--- src/inc/nip_pkg.sv ---
// constants shared by the nested interrupt priority controller
package nip_pkg;
    // register byte offsets on the avalon slave
    localparam logic [5:0] ADDR_VPRIO0 = 6'h00;
    localparam logic [5:0] ADDR_VPRIO1 = 6'h04;
    localparam logic [5:0] ADDR_VPRIO2 = 6'h08;
    localparam logic [5:0] ADDR_VPRIO3 = 6'h0C;
    localparam logic [5:0] ADDR_SENSE = 6'h10;
    localparam logic [5:0] ADDR_PINSEL = 6'h14;
    localparam logic [5:0] ADDR_MODE = 6'h18;
    localparam logic [5:0] ADDR_STATUS = 6'h1C;
    localparam logic [5:0] ADDR_PEND = 6'h20;
    // field positions
    localparam int CC_HIGH_POS = 5;
    localparam int CC_LOW_POS = 3;
    localparam int STAT_HALT_POS = 0;
    localparam int STAT_HANDLER_POS = 1;
    localparam int MODE_NESTED_POS = 0;
    localparam int PAIRS_PER_REG = 4;
    localparam int NUM_PAIRS = 16;
    localparam int RO_PAIR_FIRST = 14;
    // priority codes, same encoding in condition code and vector registers
    localparam logic [1:0] CODE_L0 = 2'h2;
    localparam logic [1:0] CODE_L1 = 2'h1;
    localparam logic [1:0] CODE_L2 = 2'h0;
    localparam logic [1:0] CODE_L3 = 2'h3;
    localparam logic [7:0] VPRIO_RST = 8'hFF;
    localparam logic [1:0] CC_PRIO_RST = 2'h3;
    localparam logic MODE_RST = 1'h1;
    // external sensitivity per group
    localparam logic [1:0] SENSE_LOW = 2'h0;
    localparam logic [1:0] SENSE_RISE = 2'h1;
    localparam logic [1:0] SENSE_FALL = 2'h2;
    localparam logic [1:0] SENSE_BOTH = 2'h3;
    // vector numbers of the non-maskable sources, and the default wake mask
    localparam logic [3:0] VEC_TRAP = 4'hE;
    localparam logic [3:0] VEC_RESET = 4'hF;
    localparam logic [15:0] WAKE_MASK_DEF = 16'h041D;

    function automatic logic [1:0] code_to_level(input logic [1:0] c);
        case (c)
            CODE_L0: code_to_level = 2'h0;
            CODE_L1: code_to_level = 2'h1;
            CODE_L2: code_to_level = 2'h2;
            default: code_to_level = 2'h3;
        endcase
    endfunction
endpackage

--- src/ext_irq_in.sv ---
// one external interrupt group: pin synchronisers, pin merge, edge latch
`timescale 1ns/1ps
module ext_irq_in import nip_pkg::*; #(
    parameter int PINS = 4
) (
    input wire logic clock, // system clock
    input wire logic rst, // synchronous reset
    input wire logic [PINS-1:0] pin, // asynchronous pins
    input wire logic [PINS-1:0] sel, // pins taking part
    input wire logic [1:0] sense, // sensitivity code
    input wire logic ack, // vector entered
    output logic req_q // request to the controller
);
    logic [PINS-1:0] s1_q;
    logic [PINS-1:0] s2_q;
    logic [PINS-1:0] s3_q;
    logic [PINS-1:0] lvl_q;
    logic any_q;
    logic high_any;
    logic low_any;
    logic edge_hit;

    initial begin
        if (PINS < 1) $error("PINS must be at least 1");
    end

    always_ff @(posedge clock) begin
        if (rst) begin
            // idle pins read high, so no false edge follows reset
            s1_q <= '1;
            s2_q <= '1;
            s3_q <= '1;
            lvl_q <= '1;
        end else begin
            s1_q <= pin;
            s2_q <= s1_q;
            s3_q <= s2_q;
            for (int i = 0; i < PINS; i++) begin
                if (s2_q[i] == s3_q[i]) lvl_q[i] <= s2_q[i];
            end
        end
    end

    // selected pins of the group are merged by or
    assign high_any = |(lvl_q & sel);
    assign low_any = |(~lvl_q & sel);

    always_ff @(posedge clock) begin
        if (rst) any_q <= 1'b0;
        else any_q <= high_any;
    end

    always_comb begin
        case (sense)
            SENSE_RISE: edge_hit = high_any & ~any_q;
            SENSE_FALL: edge_hit = ~high_any & any_q;
            SENSE_BOTH: edge_hit = high_any ^ any_q;
            default: edge_hit = 1'b0;
        endcase
    end

    // an edge is latched until entry; a new edge beats the ack
    always_ff @(posedge clock) begin
        if (rst) req_q <= 1'b0;
        else if (sense == SENSE_LOW) req_q <= low_any;
        else req_q <= edge_hit | (req_q & ~ack);
    end
endmodule

--- src/prio_arbiter.sv ---
// two-step arbitration: software level first, then fixed vector order
`timescale 1ns/1ps
module prio_arbiter import nip_pkg::*; #(
    parameter int N = 13
) (
    input wire logic [N-1:0] req, // eligible pending vectors
    input wire logic [2*N-1:0] codes, // priority code per vector
    input wire logic [1:0] cur_level, // current running level
    output logic found, // some vector beats cur_level
    output logic [3:0] idx, // winning vector
    output logic [1:0] win_level // level of the winner
);
    logic [1:0] lv;

    initial begin
        if (N < 1 || N > 14) $error("N must be 1 to 14");
    end

    // descending scan with >= lets the lower index win a tie
    always_comb begin
        found = 1'b0;
        idx = 4'h0;
        win_level = 2'h0;
        lv = 2'h0;
        for (int i = N - 1; i >= 0; i--) begin
            lv = code_to_level(codes[2*i +: 2]);
            if (req[i] && lv > cur_level && (!found || lv >= win_level)) begin
                found = 1'b1;
                idx = 4'(i);
                win_level = lv;
            end
        end
    end
endmodule

--- src/nested_interrupt_priority.sv ---
// nested interrupt controller with avalon-mm register slave
//
// Our own choices: the Avalon-MM slave port and the address map.
`timescale 1ns/1ps
module nested_interrupt_priority import nip_pkg::*; #(
    parameter int NUM_VEC = 13,
    parameter int EXT_GROUPS = 3,
    parameter int EXT_VEC_BASE = 2,
    parameter int GRP_PINS = 4,
    parameter logic [15:0] WAKE_MASK = WAKE_MASK_DEF
) (
    input wire logic clock, // 250 MHz system clock
    input wire logic rst, // synchronous reset, active high
    input wire logic [5:0] address, // avalon byte address
    input wire logic read, // avalon read
    input wire logic write, // avalon write
    input wire logic [3:0] byteenable, // avalon byte enables
    input wire logic [31:0] writedata, // avalon write data
    output logic [31:0] readdata_q, // avalon read data
    output logic waitrequest_q, // avalon wait request
    input wire logic [EXT_GROUPS*GRP_PINS-1:0] ext_pin, // external pins
    input wire logic [NUM_VEC-1:0] periph_flag, // peripheral status flags
    input wire logic [NUM_VEC-1:0] periph_en, // peripheral enable bits
    input wire logic [NUM_VEC-1:0] periph_clr, // clear sequence pulse
    input wire logic instr_done, // core at instruction boundary
    input wire logic trap_exec, // trap instruction executed
    input wire logic rim_exec, // irq_enable_instr executed
    input wire logic sim_exec, // irq_disable_instr executed
    input wire logic halt_exec, // halt instruction executed
    input wire logic wfi_exec, // wait_irq_instr executed
    input wire logic irq_return_instr_exec, // irq_return_instr executed
    input wire logic [1:0] irq_return_instr_code, // priority bits popped by irq_return_instr
    input wire logic popcc_exec, // pop cc executed
    input wire logic [1:0] popcc_code, // priority bits popped by pop cc
    output logic irq_take_q, // one-cycle entry request to core
    output logic [3:0] irq_vec_q, // vector being entered
    output logic irq_stack_q, // core must stack pc, x, a, cc
    output logic prio_bit_high_q, // current priority, high bit
    output logic prio_bit_low_q, // current priority, low bit
    output logic halted_q // core held in halt
);
    typedef enum logic {RUN, HALT} run_state_t;

    localparam int SEL_W = EXT_GROUPS * GRP_PINS;

    run_state_t state_q;
    logic [NUM_PAIRS-1:0][1:0] prio_q;
    logic [2*EXT_GROUPS-1:0] sense_q;
    logic [SEL_W-1:0] pinsel_q;
    logic nested_q;
    logic [NUM_VEC-1:0] per_pend_q;
    logic reset_pend_q;
    logic trap_pend_q;
    logic [3:0] depth_q;
    logic [EXT_GROUPS-1:0] ext_req;
    logic [EXT_GROUPS-1:0] ext_ack;
    logic [NUM_VEC-1:0] pend;
    logic [NUM_VEC-1:0] elig;
    logic [2*NUM_VEC-1:0] codes;
    logic [1:0] cur_code;
    logic [1:0] cur_level;
    logic found;
    logic [3:0] win_idx;
    logic [1:0] win_level;
    logic cc_op;
    logic take_reset;
    logic take_trap;
    logic take_mask;
    logic acc;
    logic bus_wr;
    logic [31:0] rd_word;
    logic [31:0] wmask;

    initial begin
        if (NUM_VEC < 1 || NUM_VEC > 14) $error("NUM_VEC must be 1 to 14");
        if (EXT_VEC_BASE + EXT_GROUPS > NUM_VEC) $error("ext groups overflow");
        if (SEL_W > 32 || 2 * EXT_GROUPS > 32) $error("ext fields too wide");
    end

    function automatic logic [7:0] vprio_word(
        input logic [NUM_PAIRS-1:0][1:0] p, input int r);
        vprio_word = {p[4*r+3], p[4*r+2], p[4*r+1], p[4*r]};
    endfunction

    // ---- avalon slave: one wait cycle, then the answer ----
    assign acc = (read | write) & ~waitrequest_q;
    assign bus_wr = write & ~waitrequest_q;
    assign wmask = {{8{byteenable[3]}}, {8{byteenable[2]}},
                    {8{byteenable[1]}}, {8{byteenable[0]}}};

    always_ff @(posedge clock) begin
        if (rst) waitrequest_q <= 1'b1;
        else if ((read | write) & waitrequest_q) waitrequest_q <= 1'b0;
        else waitrequest_q <= 1'b1;
    end

    assign cur_code = {prio_bit_high_q, prio_bit_low_q};

    always_comb begin
        rd_word = 32'h0000_0000;
        case (address)
            ADDR_VPRIO0: rd_word[7:0] = vprio_word(prio_q, 0);
            ADDR_VPRIO1: rd_word[7:0] = vprio_word(prio_q, 1);
            ADDR_VPRIO2: rd_word[7:0] = vprio_word(prio_q, 2);
            ADDR_VPRIO3: rd_word[7:0] = vprio_word(prio_q, 3);
            ADDR_SENSE: rd_word[2*EXT_GROUPS-1:0] = sense_q;
            ADDR_PINSEL: rd_word[SEL_W-1:0] = pinsel_q;
            ADDR_MODE: rd_word[MODE_NESTED_POS] = nested_q;
            ADDR_STATUS: begin
                rd_word[CC_HIGH_POS] = prio_bit_high_q;
                rd_word[CC_LOW_POS] = prio_bit_low_q;
                rd_word[STAT_HALT_POS] = halted_q;
                rd_word[STAT_HANDLER_POS] = (depth_q != 4'h0);
            end
            ADDR_PEND: rd_word[NUM_VEC-1:0] = pend;
            default: rd_word = 32'h0000_0000;
        endcase
    end

    always_ff @(posedge clock) begin
        if (rst) readdata_q <= 32'h0000_0000;
        else if (read & waitrequest_q) readdata_q <= rd_word;
    end

    // ---- vector priority pairs ----
    // pairs 14 and 15 always read as ones
    always_ff @(posedge clock) begin
        if (rst) begin
            prio_q <= {4{VPRIO_RST}};
        end else if (bus_wr && byteenable[0] && address[5:4] == 2'h0
                     && address[1:0] == 2'h0) begin
            for (int j = 0; j < PAIRS_PER_REG; j++) begin
                if (writedata[2*j +: 2] != CODE_L0
                    && 4 * int'(address[3:2]) + j < RO_PAIR_FIRST)
                    prio_q[4*address[3:2]+j] <= writedata[2*j +: 2];
            end
        end
    end

    always_ff @(posedge clock) begin
        if (rst) begin
            sense_q <= '0;
            pinsel_q <= '0;
            nested_q <= MODE_RST;
        end else if (bus_wr) begin
            case (address)
                ADDR_SENSE: sense_q <= (writedata[2*EXT_GROUPS-1:0]
                    & wmask[2*EXT_GROUPS-1:0])
                    | (sense_q & ~wmask[2*EXT_GROUPS-1:0]);
                ADDR_PINSEL: pinsel_q <= (writedata[SEL_W-1:0]
                    & wmask[SEL_W-1:0]) | (pinsel_q & ~wmask[SEL_W-1:0]);
                ADDR_MODE: if (byteenable[0])
                    nested_q <= writedata[MODE_NESTED_POS];
                default: nested_q <= nested_q;
            endcase
        end
    end

    // ---- request sources ----
    genvar g;
    generate
        for (g = 0; g < EXT_GROUPS; g++) begin : ext_grp
            assign ext_ack[g] = irq_take_q
                && irq_vec_q == 4'(EXT_VEC_BASE + g);
            ext_irq_in #(.PINS(GRP_PINS)) u_ext (
                .clock(clock),
                .rst(rst),
                .pin(ext_pin[g*GRP_PINS +: GRP_PINS]),
                .sel(pinsel_q[g*GRP_PINS +: GRP_PINS]),
                .sense(sense_q[2*g +: 2]),
                .ack(ext_ack[g]),
                .req_q(ext_req[g])
            );
        end
    endgenerate

    // peripheral latch: set while flag and enable, dropped by the
    // clear sequence; a live flag wins over a clear in the same cycle
    always_ff @(posedge clock) begin
        if (rst) per_pend_q <= '0;
        else per_pend_q <= (periph_flag & periph_en)
            | (per_pend_q & ~periph_clr);
    end

    always_comb begin
        pend = per_pend_q;
        for (int v = 0; v < NUM_VEC; v++) begin
            if (v >= EXT_VEC_BASE && v < EXT_VEC_BASE + EXT_GROUPS)
                pend[v] = ext_req[v-EXT_VEC_BASE];
            codes[2*v +: 2] = prio_q[v];
        end
    end

    // in halt only wake capable vectors compete; a higher non-waking
    // one simply waits for the next boundary
    always_comb begin
        elig = pend;
        if (state_q == HALT) elig = pend & WAKE_MASK[NUM_VEC-1:0];
        if (!nested_q && depth_q != 4'h0) elig = '0;
    end

    assign cur_level = code_to_level(cur_code);

    prio_arbiter #(.N(NUM_VEC)) u_arb (
        .req(elig),
        .codes(codes),
        .cur_level(cur_level),
        .found(found),
        .idx(win_idx),
        .win_level(win_level)
    );

    // ---- entry decision ----
    // an instruction that rewrites the mask defers trap and maskable entry by one cycle so
    // the stacked condition code never races the hardware load
    assign cc_op = rim_exec | sim_exec | halt_exec | wfi_exec
                 | irq_return_instr_exec | popcc_exec;
    assign take_reset = reset_pend_q & ~irq_take_q;
    assign take_trap = trap_pend_q & ~reset_pend_q & ~cc_op
                     & ~irq_take_q;
    assign take_mask = found & ~reset_pend_q & ~trap_pend_q & ~cc_op
                     & ~irq_take_q
                     & (instr_done | state_q == HALT);

    always_ff @(posedge clock) begin
        if (rst) reset_pend_q <= 1'b1;
        else if (take_reset) reset_pend_q <= 1'b0;
    end

    always_ff @(posedge clock) begin
        if (rst) trap_pend_q <= 1'b0;
        else if (trap_exec) trap_pend_q <= 1'b1;
        else if (take_trap) trap_pend_q <= 1'b0;
    end

    always_ff @(posedge clock) begin
        if (rst) begin
            irq_take_q <= 1'b0;
            irq_vec_q <= 4'h0;
            irq_stack_q <= 1'b0;
        end else begin
            irq_take_q <= take_reset | take_trap | take_mask;
            irq_stack_q <= ~take_reset;
            if (take_reset) irq_vec_q <= VEC_RESET;
            else if (take_trap) irq_vec_q <= VEC_TRAP;
            else if (take_mask) irq_vec_q <= win_idx;
        end
    end

    // handler depth tells concurrent mode that a handler is running
    always_ff @(posedge clock) begin
        if (rst) depth_q <= 4'h0;
        else if ((take_trap | take_mask) && !irq_return_instr_exec && depth_q != 4'hF)
            depth_q <= depth_q + 4'h1;
        else if (irq_return_instr_exec && !(take_trap | take_mask) && depth_q != 4'h0)
            depth_q <= depth_q - 4'h1;
    end

    // ---- current priority bits ----
    always_ff @(posedge clock) begin
        if (rst) begin
            {prio_bit_high_q, prio_bit_low_q} <= CC_PRIO_RST;
        end else if (take_reset | take_trap) begin
            {prio_bit_high_q, prio_bit_low_q} <= CODE_L3;
        end else if (take_mask) begin
            {prio_bit_high_q, prio_bit_low_q} <= prio_q[win_idx];
        end else if (irq_return_instr_exec) begin
            {prio_bit_high_q, prio_bit_low_q} <= irq_return_instr_code;
        end else if (popcc_exec) begin
            {prio_bit_high_q, prio_bit_low_q} <= popcc_code;
        end else if (sim_exec) begin
            {prio_bit_high_q, prio_bit_low_q} <= CODE_L3;
        end else if (rim_exec | halt_exec | wfi_exec) begin
            {prio_bit_high_q, prio_bit_low_q} <= CODE_L0;
        end
    end

    // ---- halt ----
    always_ff @(posedge clock) begin
        if (rst) begin
            state_q <= RUN;
            halted_q <= 1'b0;
        end else begin
            case (state_q)
                RUN: if (halt_exec) begin
                    state_q <= HALT;
                    halted_q <= 1'b1;
                end
                HALT: if (take_mask | take_trap | trap_exec) begin
                    state_q <= RUN;
                    halted_q <= 1'b0;
                end
                default: begin
                    state_q <= RUN;
                    halted_q <= 1'b0;
                end
            endcase
        end
    end
endmodule

--- config.mk ---
export PLATFORM = sky130hd
export DESIGN_NAME = nested_interrupt_priority
export DESIGN_NICKNAME = d
export VERILOG_FILES = /design/src/inc/nip_pkg.sv /design/src/ext_irq_in.sv /design/src/prio_arbiter.sv /design/src/nested_interrupt_priority.sv
export SDC_FILE = /design/constraint.sdc
export NUM_CORES = 1
export LEC_CHECK = 0
export BUFFER_PORTS_ARGS = -buffer_cell sky130_fd_sc_hd__buf_2
export CORE_UTILIZATION = 60
export CTS_CLUSTER_DIAMETER = 80
export DETAILED_ROUTE_END_ITERATION = 7
export PLACE_DENSITY = 0.84
export SETUP_SLACK_MARGIN = 0.4
export SLEW_MARGIN = 20
export SYNTH_ARGS = -nofsm -noshare
export SYNTH_HDL_FRONTEND = slang
export SYNTH_SLANG_ARGS = --single-unit
--- constraint.sdc ---
create_clock -name clock -period 48.7 [get_ports clock]
set_clock_uncertainty 0.05 [all_clocks]
set_input_delay 7.305 -clock clock [delete_from_list [all_inputs] [get_ports clock]]
set_output_delay 7.305 -clock clock [all_outputs]
set_load 0.1 [all_outputs]
# After elaboration in Yosys (flattened, before gate mapping)
# Index checks and enable logic that the tools add are counted.
# Widths: inputs -> output; s select.
[totals]
register_bits = 148
latchBits = 0
ramBits = 0
mem_bits_ro = 0
in_bits = 109
out_inout_bits = 42
word_cells = 473
memories = 0
[classes]
add_sub_neg = 8
mul = 0
div_mod_pow = 0
order_cmp = 38
n_eq_ne = 67
shifts = 0
muxes = 117
bitwise_logic = 77
n_reduce_logical = 107
[ops]
columns = ["op", "count"]
rows = [
  ["$mux 32", 10],
  ["$bwmux 32", 4],
  ["$pmux 2 s3", 14],
  ["$mux 4", 18],
  ["$logic_and 1x1->1", 44],
  ["$eq 2x2->1 const B", 20],
  ["$logic_not 2->1", 19],
  ["$eq 2x1->1 const B", 17],
  ["$mux 1", 34],
  ["$mux 2", 17],
  ["$and 13x13->13", 2],
  ["$gt 2x2->1", 13],
  ["$mux 13", 2],
  ["$and 12x12->12", 2],
  ["$and 4x4->4", 6],
  ["$demux 2 s4", 3],
  ["$eq 6x5->1 const B", 4],
  ["$ge 2x2->1", 12],
  ["$pmux 1 s8", 3],
  ["$reduce_or 4->1", 6],
  ["$and 1x1->1", 21],
  ["$add 4x2->5 const B", 4],
  ["$not 1->1", 16],
  ["$or 1x1->1", 16],
  ["other kinds (45)", 107],
]

# Longest topological paths before layout
# Gate-level depths: netlist (run 1).
[depth]
ltp_word = 64
ltp_mapped = 99
mapped_depth_nobuf = 98

# By module
# Synthesis (run 1) repeated with hierarchy kept, for this count alone.
[unflattened]
hier_cells = 1026
area_unflattened_um2 = 8956.1
[by_module_without_submodules]
columns = ["module", "n_inst", "cells_each", "area_per_inst_um2", "seq_area_each_um2"]
rows = [
  ["nested_interrupt_priority", 1, 534, 4690.7, 1821.7],
  ["prio_arbiter", 1, 306, 2358.5, 0.0],
  ["ext_irq_in", 3, 62, 635.6, 360.3],
]

# Worst setup path before layout (run 1)
# Ideal clock, no wire load.
[synth_timing]
kind = "register -> register"
startpoint = "register prio_bit_high_q"
endpoint = "register prio_bit_high_q"
setup_ns = 0.134
arrival_ns = 17.383
t_required_ns = 48.516
slack_ns = 31.133
path_stages_with_launch = 94
path_buffers = 0
period_less_slack_ns = 17.567
cell_sequence = "dfxtp_1 -> inv_1 -> ha_1 -> inv_1 -> ha_1 -> nor2b_1 -> o211ai_2 -> nor3_1 -> ha_1 -> nand2b_1 -> a21oi_1 -> nor2_1 -> o32ai_1 -> nand2_1 -> inv_1 -> ha_1 -> nand2b_1 -> a221oi_1 -> [... 58 more ...] -> a21oi_1 -> ha_1 -> a21oi_1 -> nor2_1 -> a21oi_1 -> nand3_1 -> o31ai_1 -> a21oi_1 -> ha_1 -> nand2b_1 -> a21oi_1 -> a21oi_1 -> nand2b_1 -> or3_1 -> o21ai_0 -> inv_1 -> o2111a_1 -> or4_1"
[synth_between]
elab_chain_len = 59
word_cells_on_any_way = 125
cone_classes = "order compare: 25; eq/ne: 2; mux: 42; bitwise: 5; reduce/logical: 51"
[synth_rtl]
columns = ["item", "line_no", "text"]
rows = [
  ["start, declared", "nested_interrupt_priority.sv:38", "output logic prio_bit_high_q,"],
  ["start signal, assigned", "nested_interrupt_priority.sv:266", "{prio_bit_high_q, prio_bit_low_q} <= prio_q[win_idx];"],
  ["start signal, assigned", "nested_interrupt_priority.sv:268", "{prio_bit_high_q, prio_bit_low_q} <= irq_return_instr_code;"],
  ["start signal, assigned", "nested_interrupt_priority.sv:270", "{prio_bit_high_q, prio_bit_low_q} <= popcc_code;"],
  ["$eq 2x1->1 (tied with other cells)", "nip_pkg.sv:41", "case (c)"],
  ["$pmux 2 s3 (*)", "nip_pkg.sv:41", ""],
  ["$gt 2x2->1", "prio_arbiter.sv:27", "if (req[i] && lv > cur_level && (!found || lv >= win_level)) begin"],
  ["$logic_and 1x1->1", "prio_arbiter.sv:27", ""],
  ["$mux 2 or $mux 1 (tied branches)", "prio_arbiter.sv:27", ""],
  ["$ge 2x2->1 or $logic_not 1->1 (tied branches)", "prio_arbiter.sv:27", ""],
  ["$logic_or 1x1->1", "prio_arbiter.sv:27", ""],
  ["$logic_and 1x1->1", "prio_arbiter.sv:27", ""],
  ["[... 41 more ...]", "n/a", ""],
  ["$ge 2x2->1 or $logic_not 1->1 (tied branches)", "prio_arbiter.sv:27", ""],
  ["$logic_or 1x1->1", "prio_arbiter.sv:27", ""],
  ["$logic_and 1x1->1", "prio_arbiter.sv:27", ""],
  ["$mux 1", "prio_arbiter.sv:27", ""],
  ["$and 1x1->1 (3 in series)", "nested_interrupt_priority.sv:221", "assign take_mask = found & ~reset_pend_q & ~trap_pend_q & ~cc_op"],
  ["$and 1x1->1", "nested_interrupt_priority.sv:222", "& ~irq_take_q"],
  ["$and 1x1->1", "nested_interrupt_priority.sv:223", "& (instr_done | state_q == HALT);"],
  ["$reduce_bool 5->1 (no source line) or $mux 1 (tied branches)", "n/a", ""],
]
# Mark *: on every way between the ends. The rest lies on a longest branch, timed or not. The select of a mux whose other input is x is not followed.
# A chain may end at the register's enable or synchronous reset.

# Worst setup path in the final report (run 1)
# Ends and elaborated chain as after synthesis.

==> impl_metrics.ini, run 1 <==
[placement]
dp_cells = 1334
place_ws_ns = 28.56
gp_congestion = 0.969
portBuffers = 100
hpwl_um = 18800
place_area_um2 = 9470

[detailed_routing]
vias = 8497
drt_iter0_markers = 975
final_antenna_net_count = 0
viasPerCell = 6.22
finalWirelength_um = 25300
wl_per_cell_um = 18.5
firstDrtPassIters = 7
drc_errors = 0

[logic_synthesis]
yosysSeqAreaShare_pct = 32.5
syn_area_per_cell_um2 = 8.25
synth_warnings = 0
synth_flop_cell = dfxtp_1
synth_area_um2 = 8920
synthDistinctLibCells = 83
ys_seq_elements = 145
ys_async_sr_fraction_pct = 0
synth_edf_count = 0
synthCells = 1082

[clock_tree]
hold_buffers = 0
cts.sinks = 145
cts_setup_buffers = 0
ctsHtreeMaxLevel = 4
cts_resized = 0
clk_path_buf_depth = 2
cts_buffers = 17
cts_tree = done
clk_latency_ns = 0.42
cts_root_buf = clkbuf_16
path_clk_slew_ns = 0.06

[pwr]
powerDensity_nw_per_um2 = 33.2
totalPowerFinal_uw = 336
p_leak_nw = 4.64
ir_drop_uv = 55.0

[layout]
area_growth_pct = 13.3
antennaDiodeCount = 0
nFillCells = 1185
fin_util_pct = 69.6
design_area_um2 = 10100
final_common_cell = dfxtp_1
nNetsFinal = 1360
layout-drive-gt1-share_pct = 17.5
final_cell_mix = 145 x dfxtp_1, 127 x nor2_1, 99 x buf_2
stdcell_count = 1366

[floorplanning]
pin_count = 151
fp.coreArea_um2 = 14500
die_h_um = 124
die_x_um = 124
start_util_pct = 61.4
row_count = 44
dieArea_um2 = 15400

[grt]
grt_max_degree = 70
track_usage_pct = 33.2
grt_pass1_vias = 7769
grt_overflow = 0
antenna_found_initial = 0
grt_pass1_wl_um = 38700

[worst_setup_path]
critPathLaunchType = flop
path_max_fanout = 13
cp.arrival_ns = 20.90
required_ns = 48.95
critical_path_class = reg -> reg
cp_slowest_cell = a21oi_1
end_kind = flop
max_stage_delay_ns = 0.65

[timing]
drv_slew = 0
setup_tns_ns = 0
slew_headroom_pct = 34.0
hold_viol_final = 0
period_share_pct = 42.4
worstMarginPinSlew_ns = 0.965
finalCriticalPeriod_ns = 20.65
whs_ns = 0.356
setup_viol = 0
rsz0062_at_grt = false
fmax_mhz = 48.4
finalWorstSetupSlack_ns = 28.05

[status]
status = completed

[job]
drv_cap = 0

[worst_hold_path]
hp-class = reg -> reg
## synth_stat cells, types with 5 or more instances
master | instances | area, um2
a21o_1 | 9 | 67.6
mux2_2 | 10 | 113
ha_1 | 81 | 1010
a31oi_1 | 9 | 56.3
a222oi_1 | 8 | 80.1
nand2_1 | 95 | 357
mux2i_1 | 38 | 380
dfxtp_1 | 145 | 2900
nand3_1 | 18 | 90.1
a211oi_1 | 10 | 75.1
inv_1 | 51 | 191
nor2_1 | 127 | 477
nor2b_1 | 21 | 131
and3_1 | 5 | 31.3
and2_1 | 9 | 56.3
nor3_1 | 20 | 100
o21ai_0 | 74 | 370
clkbuf_1 | 33 | 124
a221oi_1 | 13 | 114
a21oi_1 | 92 | 460
or2_2 | 42 | 263
o211ai_1 | 13 | 97.6
nand2b_1 | 28 | 175
a22o_1 | 9 | 78.8
buf_4 | 19 | 143
## final cells by class
| class | instances | area, um2 | area share [%] |
|---|---|---|---|
| Clock inverter | 13 | 195 | 1.93 |
| Clock buffer | 19 | 443 | 4.38 |
| Sequential cell | 145 | 2900 | 28.7 |
| Multi-Input combinational cell | 848 | 5610 | 55.4 |
| Tap cell | 184 | 230 | 2.28 |
| Inverter | 52 | 195 | 1.93 |
| Timing Repair Buffer | 105 | 541 | 5.35 |
## kinds of logic (layout without fill, tap and decap cells)
family          after synthesis  count (layout)  share of synthesized area [%]
simple gates                392             392                           21.2
compound gates              301             301                           22.9
flops                       145             145                           32.5
buf+inv                     107             189                           5.41
fa+ha+maj                    83              83                           11.7
mux                          49              49                           5.82
xor+xnor                      4               4                          0.393
other cells                   1              19                         0.0420
## power by group
part           total [mW]  internal, mW  switching (mW)  leakage, nW
logic              0.0682        0.0226          0.0456         3.14
registers           0.127         0.123         0.00463         1.18
clock network       0.141        0.0881          0.0526        0.313
## layer usage
| layer | global-route usage, % | wire length, um |
|---|---|---|
| met3 | 6.64 | 1840 |
| met2 | 56.6 | 12100 |
| met1 | 39.3 | 10200 |
| met4 | 17.5 | 1190 |
| met5 | 0 | 0 |
## final timing paths
check | startpoint | end | slack (ns) | depth (start not counted)
worst max-delay path | prio_bit_high_q | prio_bit_high_q | 28.05 | 94
worst min-delay path | ext_grp[2].u_ext.s1_q[2] | ext_grp[2].u_ext.s2_q[2] | 0.36 | 1
worst max register to register | prio_bit_high_q | prio_bit_high_q | 28.05 | 94
worst min register to register | ext_grp[2].u_ext.s1_q[2] | ext_grp[2].u_ext.s2_q[2] | 0.36 | 1
## critical path, delay by kind of cell, from the launching register on
family / cells / cell delay, ns
fa+ha+maj: 14 / 3.95
flops: 1 / 0.43
compound gates: 37 / 9.32
buf+inv: 6 / 0.84
simple gates: 36 / 5.61
mux: 1 / 0.30
(Power assumes the default switching activity.)
==> run 2, diff against run 1 <==
--- a/config.mk
+++ b/config.mk
@@ -5,11 +5,12 @@
 export SDC_FILE = /design/constraint.sdc
 export NUM_CORES = 1
 export LEC_CHECK = 0
+export ABC_AREA = 1
 export BUFFER_PORTS_ARGS = -buffer_cell sky130_fd_sc_hd__buf_2
-export CORE_UTILIZATION = 60
+export CORE_UTILIZATION = 51
 export CTS_CLUSTER_DIAMETER = 80
 export DETAILED_ROUTE_END_ITERATION = 7
-export PLACE_DENSITY = 0.84
+export PLACE_DENSITY = 0.77
 export SETUP_SLACK_MARGIN = 0.4
 export SLEW_MARGIN = 20
 export SYNTH_ARGS = -nofsm -noshare
==> constraint.sdc (replaced) <==
create_clock -name clock -period 16.6 [get_ports clock]
set_clock_uncertainty 0.05 [all_clocks]
set_input_delay 2.49 -clock clock [delete_from_list [all_inputs] [get_ports clock]]
set_output_delay 2.49 -clock clock [all_outputs]
set_load 0.1 [all_outputs]
==> run 2 against run 1 <==
  * First-iteration DRC count down 53%
  * Worst setup slack worse by 26 ns
  * Total power rose to 2.9 times the previous value
  * Register-to-register slack worse by 26 ns
  * Largest power group is now registers
  * Count of clock-buffer cells in the layout down 2
  * Combinational power rose to 3.2 times the previous value
  * Global-route usage down 7.0 points
  * Synthesized area down 3.2%
  * Core utilization down 10 points
  * Hold slack better by 0.0010 ns
==> impl_metrics.ini, run 2 <==
[worst_setup_path]
cp_slowest_cell = or2_2
critical_path_class = reg -> reg
endpoint = irq_vec_q[3]
rr_endpoint = irq_vec_q[3]
max_stage_delay_ns = 0.45
required_ns = 16.88
ff2ff_setup_slack_ns = 1.77
critical_path_buf_inv_count = 14
worst-path-stages = 98
r2r_cells = 98
crit_path_start = prio_bit_high_q
r2r_start = prio_bit_high_q
path_max_fanout = 13
critPathLaunchType = flop
cp.arrival_ns = 15.11
cpLargestDelayFamily = simple AND/OR/NAND/NOR gates
end_kind = flop

[grt]
grt_overflow = 0
grt_max_degree = 79
track_usage_pct = 26.2
antenna_found_initial = 0
grt_pass1_wl_um = 36000
grt_pass1_vias = 7226

[logic_synthesis]
synth_mux_area_share_pct = 0
netlist.area_leader.share_pct = 33.6
synth_adder_area_share_pct = 12.0
syn_area_per_cell_um2 = 7.54
yosysSeqAreaShare_pct = 33.6
synth_compound_area_share_pct = 19.2
synth_xor_area_share_pct = 0.101
synth-simple-area-share_pct = 24.5
synth_flop_cell = dfxtp_1
synth_top_family_by_area = simple AND/OR/NAND/NOR gates
synth_edf_count = 0
ys_seq_elements = 145
synthCells = 1145
synthDistinctLibCells = 60
synth_area_um2 = 8640
synth_warnings = 0
ys_async_sr_fraction_pct = 0
synthTopCellsByArea = dfxtp_1 34%, ha_1 12%, inv_1 7.3%, nand2_1 7.1%, a21oi_1 5.2%
synthTopCellsByCount = 169 x inv_1, 163 x nand2_1, 145 x dfxtp_1, 90 x a21oi_1
yosysMostFrequentCell = inv_1
yosys.area.top_type = dfxtp_1

[placement]
portBuffers = 100
gp_congestion = 0.971
hpwl_um = 17400

[floorplanning]
pin_count = 151
die_x_um = 132
fp.coreArea_um2 = 16600
row_count = 47
die_h_um = 132
dieArea_um2 = 17500
start_util_pct = 52.1

[clock_tree]
clk_latency_ns = 0.42
path_clk_slew_ns = 0.06
cts_resized = 0
cts_root_buf = clkbuf_16
clk_path_buf_depth = 2
hold_buffers = 0
cts.sinks = 145
cts_buffers = 17
ctsHtreeMaxLevel = 4
cts_tree = done

[pwr]
powerDensity_nw_per_um2 = 97.3
totalPowerFinal_uw = 959
p_leak_nw = 4.72
ir_drop_uv = 81.7

[detailed_routing]
drc_errors = 0
firstDrtPassIters = 6
met2_length_um = 10500
wl_met1_um = 9770
final_antenna_net_count = 0
wl_met3_um = 1370
finalWirelength_um = 22400
viasPerCell = 5.36
vias = 7931
drt_iter0_markers = 460
wl_per_cell_um = 15.1
highest_layer = met4

[timing]
setup_viol = 0
worstMarginPinSlew_ns = 0.720
slew_headroom_pct = 51.5
rsz0062_at_grt = false
hold_viol_final = 0
period_share_pct = 89.3
fmax_mhz = 67.5
drv_slew = 0
finalCriticalPeriod_ns = 14.83
setup_tns_ns = 0

[layout]
nFillCells = 1555
antennaDiodeCount = 0
final_cell_mix = 169 x inv_1, 163 x nand2_1, 145 x dfxtp_1
final_common_cell = inv_1
area_growth_pct = 14.1
nNetsFinal = 1439
layout-drive-gt1-share_pct = 19.3

[worst_hold_path]
hp-class = reg -> reg

[job]
drv_cap = 0

[status]
status = completed
-- run 2: cell count changes in the layout (fill, tap and decap cells not counted), moves of 10 or more --
cell      delta
inv_1      +118
mux2_2      -10
mux2i_1     -38
nand2_1     +68
nand2_2     +24
nand2b_1    -28
nand3_1     +56
nand3_2     +12
nor2_1      -46
nor2b_1     -21
nor3_1      -14
o211ai_1    +19
o22ai_1     +14
-- run 2: where the power goes --
| group | switching (mW) | internal, mW |
|---|---|---|
| combinational | 0.152 | 0.0636 |
| sequential | 0.0117 | 0.362 |
| clock | 0.160 | 0.210 |
| total | 0.323 | 0.636 |
-- run 2: cell type report --
type                            count  area, um2  area share (%)
Timing Repair Buffer              107        553            5.61
Clock buffer                       17        425            4.32
Clock inverter                     15        149            1.51
Sequential cell                   145       2900            29.5
Inverter                          176        663            6.73
Multi-Input combinational cell    801       4890            49.6
Tap cell                          220        275            2.79
-- run 2: what timing repair did --
action / in CTS / in global routing
setup endpoints to repair: 0 / 3
setup buffers: 0 / 2
hold endpoints to repair: 0 / 0
-- run 2: kinds of logic after synthesis --
logic type,count (synthesis)
flip-flops,145
XOR/XNOR,1
other,1
buffers and inverters,217
AO/OA/AOI/OAI,270
AND/OR/NAND/NOR,429
adder cells (fa/ha/maj),82
-- run 2: layer usage --
| metal | GRT usage, % | vias up |
|---|---|---|
| met5 | 0 | - |
| met4 | 11.4 | 0 |
| met3 | 4.54 | 50 |
| met2 | 44.1 | 259 |
| met1 | 32.9 | 3608 |
| li1 | - | 4014 |
-- run 2: worst reg2reg max path, delay by kind of cell (launching register included) --
family,cells,cell delay [ns]
and+or+nand+nor,44,5.25
buffers and inverters,14,1.26
DFF,1,0.35
AOI/OAI and AO/OA,26,3.87
adders and majority gates,14,3.96
-- run 2: worst min path at each step --
stage                                  start                        to  slack [ns]  depth (start not counted)
floorplan           ext_grp[0].u_ext.s1_q[0]  ext_grp[0].u_ext.s2_q[0]        0.34                          1
global placement    ext_grp[1].u_ext.s1_q[3]  ext_grp[1].u_ext.s2_q[3]        0.34                          1
detailed placement  ext_grp[2].u_ext.s1_q[3]  ext_grp[2].u_ext.s2_q[3]        0.34                          1
CTS                 ext_grp[2].u_ext.s1_q[0]  ext_grp[2].u_ext.s2_q[0]        0.36                          1
global route        ext_grp[2].u_ext.s1_q[0]  ext_grp[2].u_ext.s2_q[0]        0.37                          1
finish              ext_grp[2].u_ext.s1_q[3]  ext_grp[2].u_ext.s2_q[3]        0.36                          1
-- run 2: through the flow --
| step | utilization [%] | std cells | cell area, um2 | hold slack, ns | setup slack, ns |
|---|---|---|---|---|---|
| 6_report | 59.4 | 1481 | 9850 | 0.357 | 1.77 |
| 3_3_place_gp | 55.9 | 1447 | 9270 | 0.340 | 2.00 |
| 3_5_place_dp | 55.9 | 1447 | 9270 | 0.343 | 1.62 |
| 5_1_grt | 59.4 | 1481 | 9850 | 0.369 | 0.394 |
| 4_1_cts | 59.3 | 1479 | 9840 | 0.358 | 1.54 |
| 2_1_floorplan | - | 1163 | 8700 | 0.339 | 2.92 |
==> run 3, diff against run 2 <==
--- a/config.mk
+++ b/config.mk
@@ -7,10 +7,10 @@
 export LEC_CHECK = 0
 export ABC_AREA = 1
 export BUFFER_PORTS_ARGS = -buffer_cell sky130_fd_sc_hd__buf_2
-export CORE_UTILIZATION = 51
+export CORE_UTILIZATION = 45
 export CTS_CLUSTER_DIAMETER = 80
 export DETAILED_ROUTE_END_ITERATION = 7
-export PLACE_DENSITY = 0.77
+export PLACE_DENSITY = 0.69
 export SETUP_SLACK_MARGIN = 0.4
 export SLEW_MARGIN = 20
 export SYNTH_ARGS = -nofsm -noshare
==> run 3 against run 2 <==
  * Core utilization is 6.8 points lower
  * Critical endpoint unchanged
  * Design area is 0.25% higher
  * Global-route usage is 2.4 points lower
==> impl_metrics.ini, run 3 (synthesis results as in run 2) <==
[detailed_routing]
drc_errors = 0
viasPerCell = 5.26
drt_iter0_markers = 496
final_antenna_net_count = 0
vias = 7862
wl_per_cell_um = 15.2
firstDrtPassIters = 5
finalWirelength_um = 22600

[grt]
grt_pass1_wl_um = 36800
grt_overflow = 0
antenna_found_initial = 1
track_usage_pct = 23.8
grt_pass1_vias = 7266
grt_max_degree = 79

[clock_tree]
clk_latency_ns = 0.42
cts_resized = 0
cts_root_buf = clkbuf_16
clk_path_buf_depth = 2
cts_tree = done
path_clk_slew_ns = 0.06
cts_buffers = 17
cts.sinks = 145
ctsHtreeMaxLevel = 4

[timing]
setup_viol = 0
setup_tns_ns = 0
fmax_mhz = 67.2
period_share_pct = 89.6
slew_headroom_pct = 50.6
drv_slew = 0
worstMarginPinSlew_ns = 0.733
whs_ns = 0.357
rsz0062_at_grt = false
hold_viol_final = 0
finalCriticalPeriod_ns = 14.87

[worst_hold_path]
hp-class = reg -> reg

[worst_setup_path]
critical_path_class = reg -> reg
cp.arrival_ns = 15.15
ff2ff_setup_slack_ns = 1.73
r2r_start = prio_bit_high_q
rr_endpoint = irq_vec_q[3]
cp_slowest_cell = or2_2
critPathLaunchType = flop
r2r_cells = 95
endpoint = irq_vec_q[3]
end_kind = flop
max_stage_delay_ns = 0.45
path_common_cell = ha_1
required_ns = 16.88
path_max_fanout = 13
crit_path_start = prio_bit_high_q

[layout]
nNetsFinal = 1439
area_growth_pct = 14.4
final_cell_mix = 169 x inv_1, 163 x nand2_1, 145 x dfxtp_1
antennaDiodeCount = 0
final_common_cell = inv_1
fin_util_pct = 52.6
layout-drive-gt1-share_pct = 19.2
design_area_um2 = 9880
nFillCells = 1853

[job]
drv_cap = 0

[pwr]
share_comb_of_total_power_pct = 22.1
p_sw_uw = 321
internal-power_uw = 649
p_leak_nw = 4.73
ir_drop_uv = 65.3
switching_share_pct = 33.1
pwr-share-clk_pct = 39.3
powerDensity_nw_per_um2 = 98.1
totalPowerFinal_uw = 969
seq_power_share_pct = 38.6

[floorplanning]
pin_count = 151
row_count = 50
die_h_um = 141
die_x_um = 141
dieArea_um2 = 19700
start_util_pct = 46.0
fp.coreArea_um2 = 18800

[status]
status = completed

[placement]
portBuffers = 100
place_area_um2 = 9280
hpwl_um = 17700
gp_congestion = 0.945
-- run 3: area by class of cell --
type | instances | area [um2] | share of cell area (%)
repair buffers | 107 | 553 | 5.60
clock buffers | 17 | 425 | 4.31
multi-input cells | 801 | 4890 | 49.5
clock inverters | 14 | 156 | 1.58
flip-flops and latches | 145 | 2900 | 29.4
well taps | 234 | 293 | 2.96
inverters | 176 | 663 | 6.71
-- run 3: how the worst min path moves through the flow --
| stage | from | cells after the start | end | slack [ns] |
|---|---|---|---|---|
| 2_1_floorplan | ext_grp[0].u_ext.s1_q[0] | 1 | ext_grp[0].u_ext.s2_q[0] | 0.34 |
| 3_3_place_gp | ext_grp[2].u_ext.s1_q[2] | 1 | ext_grp[2].u_ext.s2_q[2] | 0.34 |
| 3_5_place_dp | ext_grp[1].u_ext.s1_q[2] | 1 | ext_grp[1].u_ext.s2_q[2] | 0.34 |
| 4_1_cts | ext_grp[1].u_ext.s1_q[2] | 1 | ext_grp[1].u_ext.s2_q[2] | 0.36 |
| 5_1_grt | ext_grp[1].u_ext.s1_q[2] | 1 | ext_grp[1].u_ext.s2_q[2] | 0.37 |
| 6_report | ext_grp[2].u_ext.s1_q[0] | 1 | ext_grp[2].u_ext.s2_q[0] | 0.36 |
-- run 3: power groups by stage --
stage / logic (mW) / registers, mW / clock network, mW
2_1_floorplan: 0.143 / 0.407 / 0
3_3_place_gp: 0.210 / 0.381 / 0
3_5_place_dp: 0.213 / 0.381 / 0
4_1_cts: 0.214 / 0.374 / 0.386
5_1_grt: 0.237 / 0.376 / 0.404
6_report: 0.215 / 0.374 / 0.381
-- run 3: worst max-delay path, delay by kind of cell (launching register included) --
family | cells | cell delay [ns]
simple gates | 44 | 5.47
buf+inv | 12 | 1.16
fa+ha+maj | 14 | 3.92
flops | 1 | 0.36
compound gates | 25 | 3.84
-- run 3: layer usage --
layer	global-route usage, %	vias up	share of wire (%)
met1	30.1	3606	45
met4	9.04	2	2.5
met2	39.7	218	47
met3	5.26	34	5.7
li1	-	4002	-
met5	0	-	0.035
-- run 3: repair_timing --
item | in CTS | in global routing
setup endpoints to repair | 0 | 3
buffers inserted | 0 | 2
hold buffers | 0 | 0
-- run 3: metrics by stage --
step / setup WS, ns / instances
final: 1.73 / 1494
after detailed placement: 1.65 / 1461
after CTS: 1.61 / 1492
after global routing: 0.445 / 1494
after floorplan: 2.92 / 1163
after global placement: 1.86 / 1461
